`config.mk`:
```
export PLATFORM = sky130hd
export DESIGN_NAME = dcs_cmd_status
export DESIGN_NICKNAME = d
export VERILOG_FILES = /design/src/rtl/dcs_pkg.sv /design/src/rtl/dcs_cmd_status.sv
export SDC_FILE = /design/constraint.sdc
export NUM_CORES = 1
export LEC_CHECK = 0
export ABC_AREA = 1
export BUFFER_PORTS_ARGS = -buffer_cell sky130_fd_sc_hd__buf_2
export CAP_MARGIN = 5
export CORE_AREA = 2 2 103 105
export CTS_BUF_LIST = sky130_fd_sc_hd__clkbuf_4 sky130_fd_sc_hd__clkbuf_8
export CTS_CLUSTER_SIZE = 30
export DETAILED_ROUTE_END_ITERATION = 7
export DIE_AREA = 0 0 105 107
export PLACE_DENSITY = 0.9
export SLEW_MARGIN = 20
export SYNTH_ARGS = -nofsm -noshare
export SYNTH_HDL_FRONTEND = slang
export SYNTH_SLANG_ARGS = --single-unit
```
`constraint.sdc`:
```
create_clock -name mclk_in -period 2.2 [get_ports mclk_in]
set_input_delay 0 -clock mclk_in [delete_from_list [all_inputs] [get_ports mclk_in]]
set_output_delay 0 -clock mclk_in [all_outputs]
set_load 0.02 [all_outputs]
```
`src/rtl/dcs_pkg.sv`:
```
// Package with the command word layout, status layout and link frame types.
package dcs_pkg;

	// Single-register write function code and the register it targets.
	localparam logic [7:0]  FUNC_WRITE_SINGLE = 8'h06;
	localparam logic [15:0] CMD_REG_NUMBER    = 16'h0001;
	localparam logic [15:0] CMD_REG_ADDR      = CMD_REG_NUMBER - 16'h0001;
	localparam logic [15:0] CMD_RESET_VALUE   = 16'h0000;
	localparam logic [15:0] STATE_ZERO        = 16'h0000;

	// Command word bit positions.
	localparam int CMD_PRESET_LSB = 0;
	localparam int CMD_PRESET_MSB = 1;
	localparam int CMD_DC_RAMP    = 2;
	localparam int CMD_NO_COAST   = 3;
	localparam int CMD_NO_QSTOP   = 4;
	localparam int CMD_USE_RAMP   = 5;
	localparam int CMD_START      = 6;
	localparam int CMD_RESET      = 7;
	localparam int CMD_JOG        = 8;
	localparam int CMD_RAMP2      = 9;
	localparam int CMD_VALID      = 10;
	localparam int CMD_RELAY1     = 11;
	localparam int CMD_RELAY2     = 12;
	localparam int CMD_SETUP_LSB  = 13;
	localparam int CMD_SETUP_MSB  = 14;
	localparam int CMD_REVERSE    = 15;

	// Ways to merge a bus bit with its digital input.
	localparam logic [1:0] SEL_DIGITAL = 2'h0;
	localparam logic [1:0] SEL_BUS     = 2'h1;
	localparam logic [1:0] SEL_AND     = 2'h2;
	localparam logic [1:0] SEL_OR      = 2'h3;

	// One single-register write frame, CRC already checked outside.
	typedef struct packed {
		logic [7:0]  node;
		logic [7:0]  func;
		logic [15:0] addr;
		logic [15:0] data;
	} dcs_frame_s;

	// Drive conditions that feed the state word, bit 15 first.
	typedef struct packed {
		logic timer_over;
		logic torque_over;
		logic volt_over;
		logic auto_restart;
		logic running;
		logic freq_ok;
		logic bus_ctrl;
		logic speed_eq;
		logic warning;
		logic triplock;
		logic error_no_trip;
		logic trip;
		logic enable;
		logic drive_ready;
		logic ctrl_ready;
	} dcs_cond_s;

	// Digital input counterparts of the mergeable bus bits.
	typedef struct packed {
		logic [1:0] preset;
		logic       no_coast;
		logic       start;
		logic [1:0] setup;
		logic       reverse;
	} dcs_din_s;

	// Merge selections for the mergeable bits.
	typedef struct packed {
		logic [1:0] preset;
		logic [1:0] coast;
		logic [1:0] start;
		logic [1:0] setup;
		logic [1:0] reverse;
	} dcs_sel_s;

endpackage

```
`src/rtl/dcs_cmd_status.sv`:
```
// Command word interpreter and state word builder for the drive fieldbus.
`timescale 1ns/100ps

//////////////////////////////////////////////////////////////////////////////
// Operation
// - Function 06 writes, address is number minus one.
// - Echo query only after word taken over.
// - Bits 01:00 pick one of four presets.
// - Bit 02 low brakes with DC.
// - Bit 03 low shuts output stage off.
// - Bit 04 low makes quick-stop ramp.
// - Bit 05 low freezes frequency, inputs adjust.
// - Frozen drive stops only by coast/brake.
// - Bit 06 low ramps down, high permits start.
// - Trip reset only on bit 07 rising.
// - Bit 08 high selects jog speed.
// - Bit 10 low discards whole command word.
// - Bit 11 drives relay one when selected.
// - Bit 12 drives relay two when selected.
// - Bits 14:13 pick set-up in multi mode.
// - Bit 15 reverses for bus-based sources only.
// - Merge bus bits with digital inputs.
// - Build sixteen-bit state word, bit 05 zero.
// - Bit 00 low on trip, else ready.
// - Lost link clears every state bit.
module dcs_cmd_status (
	input  wire logic                 mclk_in,
	input  wire logic                 rst_n_in,
	input  wire logic                 ce_in,
	input  wire logic [7:0]           node_addr_in,
	input  wire logic                 query_valid_in,
	input  wire dcs_pkg::dcs_frame_s  query_in,
	input  wire dcs_pkg::dcs_din_s    din_in,
	input  wire dcs_pkg::dcs_sel_s    sel_in,
	input  wire logic                 din_speed_up_in,
	input  wire logic                 din_slow_down_in,
	input  wire logic                 din_stop_in,
	input  wire logic                 relay1_sel_bus_in,
	input  wire logic                 relay2_sel_bus_in,
	input  wire logic                 multi_setup_in,
	input  wire dcs_pkg::dcs_cond_s   cond_in,
	input  wire logic                 link_lost_in,
	input  wire logic                 comm_fault_in,
	output logic                      resp_valid_out,
	output dcs_pkg::dcs_frame_s       resp_out,
	output logic [1:0]                preset_sel_out,
	output logic                      dc_brake_out,
	output logic                      coast_out,
	output logic                      quick_stop_out,
	output logic                      freeze_out,
	output logic                      freq_up_out,
	output logic                      freq_down_out,
	output logic                      ramp_stop_out,
	output logic                      trip_reset_out,
	output logic                      jog_out,
	output logic                      ramp2_sel_out,
	output logic                      relay1_out,
	output logic                      relay2_out,
	output logic [1:0]                setup_sel_out,
	output logic                      reverse_out,
	output logic [15:0]               drive_state_word_out
);

	//////////////////////////////////////////////////////////////////////////
	// Merge of one bus bit with its digital input.
	function automatic logic merge(input logic bus_bit, input logic din_bit,
		input logic [1:0] mode);
		logic r;
		r = din_bit;
		unique case (mode)
			dcs_pkg::SEL_DIGITAL: r = din_bit;
			dcs_pkg::SEL_BUS:     r = bus_bit;
			dcs_pkg::SEL_AND:     r = bus_bit & din_bit;
			dcs_pkg::SEL_OR:      r = bus_bit | din_bit;
		endcase
		return r;
	endfunction

	//////////////////////////////////////////////////////////////////////////
	// Query decode.
	logic [15:0]         drive_command_word_q;
	logic [15:0]         drive_command_word_d;
	logic                reset_bit_prev_q;
	logic                echo_pend_q;
	dcs_pkg::dcs_frame_s echo_frame_q;
	logic                write_hit;
	logic                word_valid;

	assign write_hit = query_valid_in && (query_in.node == node_addr_in)
		&& (query_in.func == dcs_pkg::FUNC_WRITE_SINGLE)
		&& (query_in.addr == dcs_pkg::CMD_REG_ADDR);
	// invalid words leave the command untouched
	assign word_valid = query_in.data[dcs_pkg::CMD_VALID];
	assign drive_command_word_d = (write_hit && word_valid) ? query_in.data
		: drive_command_word_q;

	//////////////////////////////////////////////////////////////////////////
	// Control decode from the stored command word.
	logic [15:0] cw;
	logic        coast_run;
	logic        start_run;
	logic        frozen;
	logic        trip_rise;
	logic [1:0]  preset_d;
	logic [1:0]  setup_d;
	logic        reverse_d;

	assign cw = drive_command_word_q;
	assign coast_run = merge(cw[dcs_pkg::CMD_NO_COAST], din_in.no_coast, sel_in.coast);
	assign start_run = merge(cw[dcs_pkg::CMD_START], din_in.start, sel_in.start);
	assign preset_d[0] = merge(cw[dcs_pkg::CMD_PRESET_LSB], din_in.preset[0], sel_in.preset);
	assign preset_d[1] = merge(cw[dcs_pkg::CMD_PRESET_MSB], din_in.preset[1], sel_in.preset);
	// set-up select, merged and gated by multi mode
	assign setup_d[0] = multi_setup_in
		& merge(cw[dcs_pkg::CMD_SETUP_LSB], din_in.setup[0], sel_in.setup);
	assign setup_d[1] = multi_setup_in
		& merge(cw[dcs_pkg::CMD_SETUP_MSB], din_in.setup[1], sel_in.setup);
	// digital-only source ignores the bus bit
	assign reverse_d = merge(cw[dcs_pkg::CMD_REVERSE], din_in.reverse, sel_in.reverse);
	// freeze while bit 05 is low
	assign frozen = ~cw[dcs_pkg::CMD_USE_RAMP];
	assign trip_rise = cw[dcs_pkg::CMD_RESET] & ~reset_bit_prev_q;

	//////////////////////////////////////////////////////////////////////////
	// State word assembly.
	logic [15:0] state_d;
	logic        state_kill;

	assign state_kill = link_lost_in | comm_fault_in;
	// field placement, bit 05 reserved as zero
	assign state_d = state_kill ? dcs_pkg::STATE_ZERO : {cond_in.timer_over,
		cond_in.torque_over, cond_in.volt_over, cond_in.auto_restart, cond_in.running,
		cond_in.freq_ok, cond_in.bus_ctrl, cond_in.speed_eq, cond_in.warning,
		cond_in.triplock, 1'b0, cond_in.error_no_trip, cond_in.trip, cond_in.enable,
		cond_in.drive_ready, cond_in.ctrl_ready & ~cond_in.trip};

	//////////////////////////////////////////////////////////////////////////
	// Registers. The echo trails the command update by one cycle, so the
	// master never sees an answer before the new word has taken effect.
	always_ff @(posedge mclk_in) begin
		if (!rst_n_in) begin
			drive_command_word_q <= dcs_pkg::CMD_RESET_VALUE;
			reset_bit_prev_q     <= 1'b0;
			echo_pend_q          <= 1'b0;
			echo_frame_q         <= '0;
			resp_valid_out       <= 1'b0;
			resp_out             <= '0;
		end else if (ce_in) begin
			drive_command_word_q <= drive_command_word_d;
			reset_bit_prev_q     <= cw[dcs_pkg::CMD_RESET];
			// echo held until the word is stored
			echo_pend_q          <= write_hit;
			if (write_hit) begin
				echo_frame_q <= query_in;
			end
			resp_valid_out <= echo_pend_q;
			if (echo_pend_q) begin
				resp_out <= echo_frame_q;
			end
		end
	end

	// Outputs are registered so downstream power logic sees no glitches.
	always_ff @(posedge mclk_in) begin
		if (!rst_n_in) begin
			preset_sel_out       <= 2'h0;
			dc_brake_out         <= 1'b1;
			coast_out            <= 1'b1;
			quick_stop_out       <= 1'b0;
			freeze_out           <= 1'b0;
			freq_up_out          <= 1'b0;
			freq_down_out        <= 1'b0;
			ramp_stop_out        <= 1'b0;
			trip_reset_out       <= 1'b0;
			jog_out              <= 1'b0;
			ramp2_sel_out        <= 1'b0;
			relay1_out           <= 1'b0;
			relay2_out           <= 1'b0;
			setup_sel_out        <= 2'h0;
			reverse_out          <= 1'b0;
			drive_state_word_out <= 16'h0000;
		end else if (ce_in) begin
			preset_sel_out <= preset_d;
			// DC brake on bit 02 low
			dc_brake_out   <= ~cw[dcs_pkg::CMD_DC_RAMP];
			coast_out      <= ~coast_run;
			// quick stop on bit 04 low
			quick_stop_out <= ~cw[dcs_pkg::CMD_NO_QSTOP] & ~frozen;
			// ramp stop when start not permitted
			ramp_stop_out  <= ~start_run & ~frozen;
			freeze_out     <= frozen & ~din_stop_in;
			// only digital inputs move a frozen frequency
			freq_up_out    <= frozen & din_speed_up_in;
			freq_down_out  <= frozen & din_slow_down_in;
			trip_reset_out <= trip_rise;
			jog_out        <= cw[dcs_pkg::CMD_JOG];
			ramp2_sel_out  <= cw[dcs_pkg::CMD_RAMP2];
			// relay one when routed to the bus bit
			relay1_out     <= relay1_sel_bus_in & cw[dcs_pkg::CMD_RELAY1];
			// relay two when routed to the bus bit
			relay2_out     <= relay2_sel_bus_in & cw[dcs_pkg::CMD_RELAY2];
			setup_sel_out  <= setup_d;
			reverse_out    <= reverse_d;
			drive_state_word_out <= state_d;
		end
	end
endmodule

```
==> results of run 1 <==
[worst paths after layout]
path	depth (start not counted)	startpoint	endpoint
setup reg to reg	7	cw[6]	ramp_stop_out
hold reg to reg	2	echo_frame_q[16]	echo_frame_q[16]
setup / recovery	7	cw[6]	ramp_stop_out
hold / removal	5	din_in[0]	reverse_out
[stage by stage]
| stage | power, mW | util | hold slack [ns] |
|---|---|---|---|
| global placement | 3.10 | 0.645 | 0.245 |
| finish | 5.31 | 0.756 | 0.0230 |
| detailed placement | 3.10 | 0.645 | 0.254 |
| CTS | 5.29 | 0.756 | 0.00537 |
| floorplan | 2.94 | - | 0.142 |
| global route | 5.50 | 0.756 | 0.0179 |
[power groups by stage]
stage | registers, mW | logic [mW] | clock network, mW
after floorplan | 2.78 | 0.162 | 0
final | 2.68 | 0.486 | 2.14
after global placement | 2.74 | 0.353 | 0
after detailed placement | 2.74 | 0.359 | 0
after global routing | 2.69 | 0.527 | 2.28
after CTS | 2.68 | 0.459 | 2.15
[cells in the mapped netlist]
cell | instances | area (sq um)
xnor2_1 | 1 | 8.76
o311ai_0 | 1 | 8.76
nand3b_1 | 2 | 15.0
clkinv_2 | 1 | 5.00
buf_6 | 2 | 22.5
o211ai_1 | 1 | 7.51
nor2_1 | 193 | 724
nand3_1 | 37 | 185
o21ai_0 | 84 | 420
buf_4 | 1 | 7.51
buf_2 | 6 | 30.0
a21oi_1 | 39 | 195
nand2_2 | 1 | 6.26
buf_1 | 4 | 15.0
o21ai_1 | 11 | 55.1
dfxtp_1 | 146 | 2920
nand2_1 | 111 | 417
nor3_1 | 14 | 70.1
inv_1 | 66 | 248
a31oi_1 | 1 | 6.26
nor2_4 | 1 | 11.3
nand3_4 | 1 | 17.5
clkbuf_1 | 30 | 113
clkinv_1 | 1 | 3.75
a2bb2oi_1 | 1 | 8.76
conb_1 | 1 | 3.75
inv_2 | 1 | 3.75
nor2_2 | 2 | 12.5
nand4_1 | 3 | 18.8
[flip-flops by register name, summed over array words and instances, names as in the netlist]
signal                cells
freq_up_out               1
resp_valid_out            1
echo_pend_q               1
quick_stop_out            1
relay1_out                1
setup_sel_out             2
freq_down_out             1
relay2_out                1
trip_reset_out            1
resp_out                 48
echo_frame_q             48
reset_bit_prev_q          1
ramp_stop_out             1
reverse_out               1
preset_sel_out            2
ramp2_sel_out             1
jog_out                   1
drive_state_word_out     15
dc_brake_out              1
cw                       15
coast_out                 1
freeze_out                1
[worst max-delay path, cell delays in order, from the launching register on]
cell and delay, ns:
dfxtp_1 0.31, inv_1 0.11, nand2_1 0.06, nand2_1 0.07, dlygate4sd3_1 0.56, nand4_1 0.08, dlygate4sd3_1 0.57, a21oi_1 0.12
[area by class of cell]
class	instances	area [sq um]
Sequential cell	146	2920
Clock buffer	17	234
Clock inverter	15	169
Inverter	69	262
Timing Repair Buffer	258	1680
Tap cell	136	170
Fill cell	709	2460
Multi-Input combinational cell	505	2200
[cells by family (layout without fill, tap and decap cells)]
kind of cell,Yosys count,in the layout,synth area share
other,1,1,0.000674
AOI/OAI and AO/OA,138,138,0.126
buffers and inverters,112,359,0.0805
and+or+nand+nor,365,365,0.266
DFF,146,146,0.525
xor gates and xnor gates,1,1,0.00157
[per-layer routing]
layer / up-vias / global-route usage
met5: - / 0
met4: 0 / 0.146
met3: 61 / 0.0578
met2: 291 / 0.494
met1: 2652 / 0.352
li1: 2872 / -
[cells in the final DEF, fill, tap and decap left out, drive strengths merged]
master / Yosys / routed
o211ai: 1 / 1
conb: 1 / 1
clkinvlp: 0 / 2
o311ai: 1 / 1
bufinv: 0 / 2
nor3: 14 / 14
nand3b: 2 / 2
o21ai: 95 / 95
a2bb2oi: 1 / 1
clkinv: 2 / 3
dfxtp: 146 / 146
nand4: 3 / 3
nand3: 38 / 38
dlygate4sd3: 0 / 71
a21oi: 39 / 39
a31oi: 1 / 1
nand2: 112 / 112
xnor2: 1 / 1
clkbuf: 30 / 17
inv: 67 / 77
nor2: 196 / 196
buf: 13 / 187
[timing repair]
action | CTS | global route
hold endpoints to repair | 64 | 0
hold buffers | 71 | 0
setup endpoints to repair | 0 | 25
gates resized for setup | 0 | 2
==> run summary, run 1 <==
Setup violators final -> 0
DR vias/cell -> 5.13
Worst-path clk slew -> 0.08 ns
Layout Cells excl Fill -> 1,146
CP max FO -> 3
Number of post-CTS setup repair buffers -> 0
Final WL -> 16,100 um
Antenna Cells -> 0
CTS tree -> yes
Final min period -> 1.96 ns
Placed Cells -> 1,043
Crit end category -> register
Worst min path class -> input pin to register
Core footprint -> 10,100 sq um
Die Y -> 107 um
Uppermost routed layer -> met4
Site Rows -> 37
Routed WL per cell -> 14.1 um
GR Overflow Total -> 0
PortBufs -> 180
R2r setup slk -> 0.24 ns
Via count -> 5,876
Drt first pass iters -> 5
P_leak -> 3.75 nW
Max transition margin -> 0.357
Slew at the pin closest to its max-slew limit -> 0.962 ns
Slew Limit Fails -> 0
Largest net degree at the start of global routing -> 64
Sequential Power Share -> 0.505
DRT antenna net count -> 0
Pwr Density -> 696 nW/um^2
Design area -> 7630 sq um
Clock group share of total power -> 0.403
Cell count after synthesis -> 763
Ports -> 182
Initial antenna violation count -> 0
Tcrit/Tclk final -> 0.891
H-tree depth -> 4
Area after DPL -> 6510 sq um
Initial DRC count -> 466
Mapped Area -> 5560 sq um
Clock network latency to the later pin of the worst-skew pair -> 0.43 ns
Critical Path RT -> 2.55 ns
Int Power -> 3.94 mW
Clock sinks -> 146
Worst vdd rail ir drop -> 0.000387 V
CP startpoint kind -> register
Final Skew -> 0.00802 ns
Syn_nets -> 863
Max cap viols -> 0
Metal2 WL -> 7870 um
Netlist cell types -> 29
Post-DP HPWL -> 9320 um
RSZ-0062 raised after global routing -> false
WL met3 -> 1090 um
Clk root buf -> clkbuf_8
Initial Util -> 0.551
CTS max path bufs -> 2
Sw Ratio -> 0.259
Layout cell share with drive strength beyond 1 -> 0.224
Synth-to-Final Area Change -> 37.2%
Syn Area/Cell -> 7.29 sq um
CTS buffer count -> 17
NetSw -> 1.37 mW
Vias in the first global route -> 5,608
Setup_tns -> 0 ns
Post-route DRC -> 0
Width of the die -> 105 um
WP data arrival -> 2.31 ns
Dpl ws -> 0.306 ns
First-pass GRT wire length -> 26,300 um
Synth warn -> 0
Seq/Total Area, Yosys -> 0.525
Post-route setup slack -> 0.239 ns
Flop and latch count out of synthesis -> 146
Wl on met1 -> 6570 um
FMAX -> 510 MHz
Fin. Hold Viols -> 0
RePlAce Congestion -> 0.901
Die ar. -> 11,200 sq um
Combinational Power Share -> 0.092
Status -> complete, no violations
Worst Setup Path Type -> register to register
Global-route usage over all layers -> 0.291
Final net count -> 1,097
Note: power is estimated with default switching activity, not from simulation.
==> run 2, diff against run 1 <==
Settings changed: CORE_AREA 2 2 103 105 to 2 2 107 109, DIE_AREA 0 0 105 107 to 0 0 109 111, PLACE_DENSITY 0.9 to 0.84.
Clock period 2.2 ns to 2.1 ns, I/O delays scaled along.
==> run 2 against run 1 <==
Routed wire length shrank 6.5%; register-to-register slack lost 0.12 ns; critical path depth is the same; power grew 6.9%; fmax shrank 1.0%; non-clock buffer count grew 3; first-iteration DRC count shrank 31%; hold slack gained 0.012 ns; utilization shrank 6.1 points.
==> run summary, run 2 (synthesis gave the netlist of run 1 again) <==
Commonest non-fill, non-tap cells in the layout -> 193 x nor2_1, 179 x buf_2, 146 x dfxtp_1
Initial Util -> 0.502 (-0.0490)
RePlAce Congestion -> 0.844 (-6.4%)
Worst path slowest cell -> dlygate4sd3_1
Worst path buffer plus inverter count -> 3 (unchanged)
Crit path largest cell delay -> 0.57 ns (about the same)
CP top delay family -> buffers and inverters
R2r setup slk -> 0.12 ns (-0.12 ns)
CP startpoint kind -> register
Crit end category -> register
P_leak -> 3.71 nW (-1.0%)
Finished Core Util -> 0.695 (-0.0609)
Setup violators final -> 0 (unchanged)
FMAX -> 505 MHz (-1.0%)
# hold bufs at CTS -> 73 (+2.8%)
Cts repair resizes -> 0 (unchanged)
Initial DRC count -> 322 (-31%)
Worst Setup Path Type -> register to register
DRT antenna net count -> 0 (unchanged)
Status -> complete, no violations
Die ar. -> 12,100 sq um (+7.7%)
Drt first pass iters -> 5 (unchanged)
Vias in the first global route -> 5,459 (-2.7%)
Width of the die -> 109 um (+3.8%)
CTS tree -> yes
Pwr Density -> 737 nW/um^2 (+5.9%)
FF+latch area -> 2920 sq um (unchanged)
Number of post-CTS setup repair buffers -> 0 (unchanged)
Final net count -> 1,100 (+0.27%)
PortBufs -> 180 (unchanged)
Regs by FF count -> echo_frame_q: 48 flops, resp_out: 48 flops
WP data arrival -> 2.34 ns (+0.03 ns)
WL met3 -> 1030 um (-5.1%)
CP startpoint -> cw[6]
Layout Cells excl Fill -> 1,156 (+0.87%)
Worst path depth -> 7 (unchanged)
Via count -> 5,750 (-2.1%)
Fin. Hold Viols -> 0 (unchanged)
First-pass GRT wire length -> 24,800 um (-5.7%)
RSZ-0062 raised after global routing -> false
Placed Cells -> 1,051 (+0.77%)
Layout cell share with drive strength beyond 1 -> 0.224 (+0.000324)
Most common cell after layout, fill and taps aside -> nor2_1
Synth-to-Final Area Change -> 38.5%
Slew Limit Fails -> 0 (unchanged)
Worst vdd rail ir drop -> 0.000532 V (+37%)
Site Rows -> 39 (+5.4%)
Worst reg2reg startpoint -> cw[6]
Worst setup endpoint -> ramp_stop_out
Final Skew -> 0.00963 ns (+0.00161 ns)
Max transition margin -> 0.603 (+0.246)
Largest net degree at the start of global routing -> 129 (+100%)
Post-DP HPWL -> 9380 um (+0.61%)
Post-route DRC -> 0 (unchanged)
Setup_tns -> 0 ns (unchanged)
CTS buffer count -> 17 (unchanged)
Worst-path clk slew -> 0.09 ns (about the same)
Clock sinks -> 146 (unchanged)
Max cap viols -> 0 (unchanged)
CP max FO -> 3 (unchanged)
Clk root buf -> clkbuf_8
Multi-input logic area -> 2190 sq um (-0.23%)
Worst R2R Path Depth -> 7 (unchanged)
Tot Pwr -> 5.67 mW (+6.9%)
Final min period -> 1.98 ns (+0.0207 ns)
DR vias/cell -> 4.97 (-3.0%)
Worst min path class -> input pin to register
Slew at the pin closest to its max-slew limit -> 0.594 ns (-0.368 ns)
Worst reg2reg path endpoint -> ramp_stop_out
GR Overflow Total -> 0 (unchanged)
Global-route usage over all layers -> 0.257 (-0.0335)
Die Y -> 111 um (+3.7%)
Final WL -> 15,100 um (-6.5%)
Critical Path RT -> 2.45 ns (-0.10 ns)
Antenna Cells -> 0 (unchanged)
CTS max path bufs -> 2 (unchanged)
Tcrit/Tclk final -> 0.944 (+0.0523)
Clock network latency to the later pin of the worst-skew pair -> 0.44 ns (about the same)
Core footprint -> 11,100 sq um (+9.8%)
Uppermost routed layer -> met4
Critical-path cell list -> inv_1 > nand2_1 > nand2_1 > dlygate4sd3_1 > nand4_1 > dlygate4sd3_1 > a21oi_1
Filler cells -> 904 (+28%)
Wl on met1 -> 6360 um (-3.2%)
Initial antenna violation count -> 0 (unchanged)
Ports -> 182 (unchanged)
H-tree depth -> 4 (unchanged)
Metal2 WL -> 7290 um (-7.3%)
Routed WL per cell -> 13.0 um (-7.3%)
[run 2: stage by stage]
stage | hold WS [ns] | setup WS (ns) | area, sq um
6_report | 0.0346 | 0.118 | 7700
4_1_cts | 0.0143 | 0.220 | 7700
5_1_grt | 0.0318 | 0.0201 | 7700
3_5_place_dp | 0.257 | 0.405 | 6540
3_3_place_gp | 0.249 | 0.444 | 6540
2_1_floorplan | 0.142 | 0.957 | 5560
[run 2: worst min-delay path by stage]
stage                                          end       start  slack (ns)  cells past startpoint
final                            preset_sel_out[0]   sel_in[9]        0.03                      4
after global routing                   echo_pend_q    rst_n_in        0.03                      3
after CTS                        preset_sel_out[0]   sel_in[9]        0.01                      4
after detailed placement  drive_state_word_out[10]  cond_in[9]        0.26                      3
after global placement     drive_state_word_out[4]  cond_in[4]        0.25                      3
after floorplan            drive_state_word_out[1]  cond_in[1]        0.14                      2
[run 2: cell type report]
type,instances,share of cell area
flip-flops and latches,146,0.379
multi-input cells,505,0.285
repair buffers,261,0.223
inverters,69,0.0338
clock buffers,17,0.0304
clock inverters,15,0.0255
well taps,143,0.0232
[run 2: tightest hold or removal path: cells and delay by family]
kind | cells | cell delay (ns)
buffers and inverters | 1 | 0.10
AO/OA/AOI/OAI | 3 | 0.33
[run 2: report_power, final]
part	internal (mW)	switching (mW)	total (mW)
registers	2.79	0.0145	2.81
logic	0.235	0.262	0.497
clock network	1.21	1.15	2.37
[run 2: metal layers]
metal	vias to the layer above	GRT usage
li1	2885	-
met4	0	0.0949
met3	41	0.0700
met5	-	0
met1	2607	0.317
met2	217	0.426
==> run 3, diff against run 2 <==
Settings changed: RECOVER_POWER from default to 50.
==> run 3 against run 2 <==
Clock power about the same; critical path type unchanged; power hardly changed; routed wire length grew 0.21%; critical path depth unchanged; clock skew about the same; non-clock buffer count unchanged; sequential share of layout area up 0.52 points; largest power group unchanged.
==> run summary, run 3 (synthesis gave the netlist of run 1 again) <==
Die ar. -> 12,100 sq um (unchanged)
DR vias/cell -> 4.97 (about the same)
Area after DPL -> 6540 sq um (unchanged)
# hold bufs at CTS -> 73 (unchanged)
Critical Path RT -> 2.45 ns (about the same)
Setup violators final -> 0 (unchanged)
Initial DRC count -> 347 (+7.8%)
Fin. Hold Viols -> 0 (unchanged)
CP startpoint kind -> register
Status -> complete, no violations
Final net count -> 1,100 (unchanged)
Worst-path clk slew -> 0.09 ns (about the same)
Final WL -> 15,100 um (+0.21%)
Final min period -> 1.99 ns (+0.00538 ns)
Synth-to-Final Area Change -> 36.6%
CTS tree -> yes
Tcrit/Tclk final -> 0.946 (+0.00256)
First-pass GRT wire length -> 24,800 um (unchanged)
Regs by FF count -> echo_frame_q: 48 flops, resp_out: 48 flops
Cts repair resizes -> 0 (unchanged)
P_leak -> 3.37 nW (-9.2%)
Commonest non-fill, non-tap cells in the layout -> 193 x nor2_1, 146 x dfxtp_1, 111 x nand2_1
Initial antenna violation count -> 0 (unchanged)
RSZ-0062 raised after global routing -> false
Clock sinks -> 146 (unchanged)
Crit end category -> register
FF+latch area -> 2920 sq um (unchanged)
Ports -> 182 (unchanged)
FMAX -> 503 MHz (-0.27%)
Filler cells -> 959 (+6.1%)
Worst reg2reg startpoint -> cw[6]
Max transition margin -> 0.453 (-0.150)
Crit path largest cell delay -> 0.57 ns (about the same)
Die Y -> 111 um (unchanged)
R2r setup slk -> 0.11 ns (about the same)
Global-route usage over all layers -> 0.257 (unchanged)
Routed WL per cell -> 13.1 um (+0.21%)
Final Skew -> 0.00998 ns (+0.000347 ns)
H-tree depth -> 4 (unchanged)
Setup_tns -> 0 ns (unchanged)
Layout cell share with drive strength beyond 1 -> 0.143 (-0.0809)
Hold EP -> preset_sel_out[0]
PortBufs -> 180 (unchanged)
Worst vdd rail ir drop -> 0.000530 V (-0.30%)
CP max FO -> 3 (unchanged)
Worst path slowest cell -> dlygate4sd3_1
Worst reg2reg path endpoint -> ramp_stop_out
WP data arrival -> 2.34 ns (about the same)
Hold path cells -> 4 (unchanged)
Vias in the first global route -> 5,459 (unchanged)
Core footprint -> 11,100 sq um (unchanged)
Slew at the pin closest to its max-slew limit -> 0.821 ns (+0.227 ns)
Clock network latency to the later pin of the worst-skew pair -> 0.44 ns (about the same)
Worst min path class -> input pin to register
Critical-path cell list -> inv_1 > nand2_1 > nand2_1 > dlygate4sd3_1 > nand4_1 > dlygate4sd3_1 > a21oi_1
Multi-input logic area -> 2190 sq um (unchanged)
Max cap viols -> 0 (unchanged)
Post-route DRC -> 0 (unchanged)
Worst hold slack -> 0.0333 ns (-0.00137 ns)
Slew Limit Fails -> 0 (unchanged)
Initial Util -> 0.502 (unchanged)
Worst Hold Launch -> sel_in[9]
Tot Pwr -> 5.68 mW (about the same)
Post-DP HPWL -> 9380 um (unchanged)
CTS buffer count -> 17 (unchanged)
Worst Setup Path Type -> register to register
Largest net degree at the start of global routing -> 129 (unchanged)
Drt first pass iters -> 5 (unchanged)
Most common cell after layout, fill and taps aside -> nor2_1
Number of post-CTS setup repair buffers -> 0 (unchanged)
Clk root buf -> clkbuf_8
Design area -> 7600 sq um (-1.4%)
Antenna Cells -> 0 (unchanged)
DRT antenna net count -> 0 (unchanged)
RePlAce Congestion -> 0.844 (unchanged)
CTS max path bufs -> 2 (unchanged)
Pwr Density -> 747 nW/um^2 (+1.4%)
Site Rows -> 39 (unchanged)
GR Overflow Total -> 0 (unchanged)
Width of the die -> 109 um (unchanged)
Worst R2R Path Depth -> 7 (unchanged)
Via count -> 5,747 (-0.052%)
-- run 3: cell count changes in the layout (fill, tap and decap cells not counted) --
cell / change
buf_2: -82
clkbuf_1: +82
buf_4: -1
clkbuf_2: +1
-- run 3: area by class of cell --
class	instances	share of cell area
timing repair buffer	261	0.212
sequential	146	0.385
inverter	69	0.0343
clock inverter	15	0.0259
clock buffer	17	0.0308
tap	143	0.0235
multi-input combinational	505	0.288
-- run 3: through the flow --
step / util / instances / setup WS (ns)
final: 0.686 / 1156 / 0.113
after global routing: 0.686 / 1156 / 0.0201
after CTS: 0.695 / 1156 / 0.220
after detailed placement: 0.591 / 1051 / 0.405
after global placement: 0.591 / 1051 / 0.444
after floorplan: - / 763 / 0.957
-- run 3: where the power goes --
part	internal, mW	switching, mW
registers	2.79	0.0151
clock network	1.21	1.16
logic	0.227	0.262
total	4.24	1.44
-- run 3: worst max-delay path by stage --
| stage | from | to | slack, ns |
|---|---|---|---|
| after detailed placement | ce_in | echo_frame_q[41] | 0.40 |
| after CTS | cw[6] | ramp_stop_out | 0.22 |
| after global placement | ce_in | echo_frame_q[46] | 0.44 |
| after floorplan | echo_pend_q | resp_out[25] | 0.96 |
| after global routing | cw[6] | ramp_stop_out | 0.02 |
| final | cw[6] | ramp_stop_out | 0.11 |
-- run 3: layer usage --
layer	vias up	GRT usage	wire length [um]
li1	2885	-	-
met1	2594	0.317	6410
met2	229	0.426	7320
met3	39	0.0700	972
met4	0	0.0949	389
met5	-	0	0
-- run 3: critical path, delay by kind of cell (launching register included) --
| family | cells | cell delay [ns] |
|---|---|---|
| buf+inv | 3 | 1.21 |
| flops | 1 | 0.31 |
| simple gates | 3 | 0.19 |
| compound gates | 1 | 0.17 |
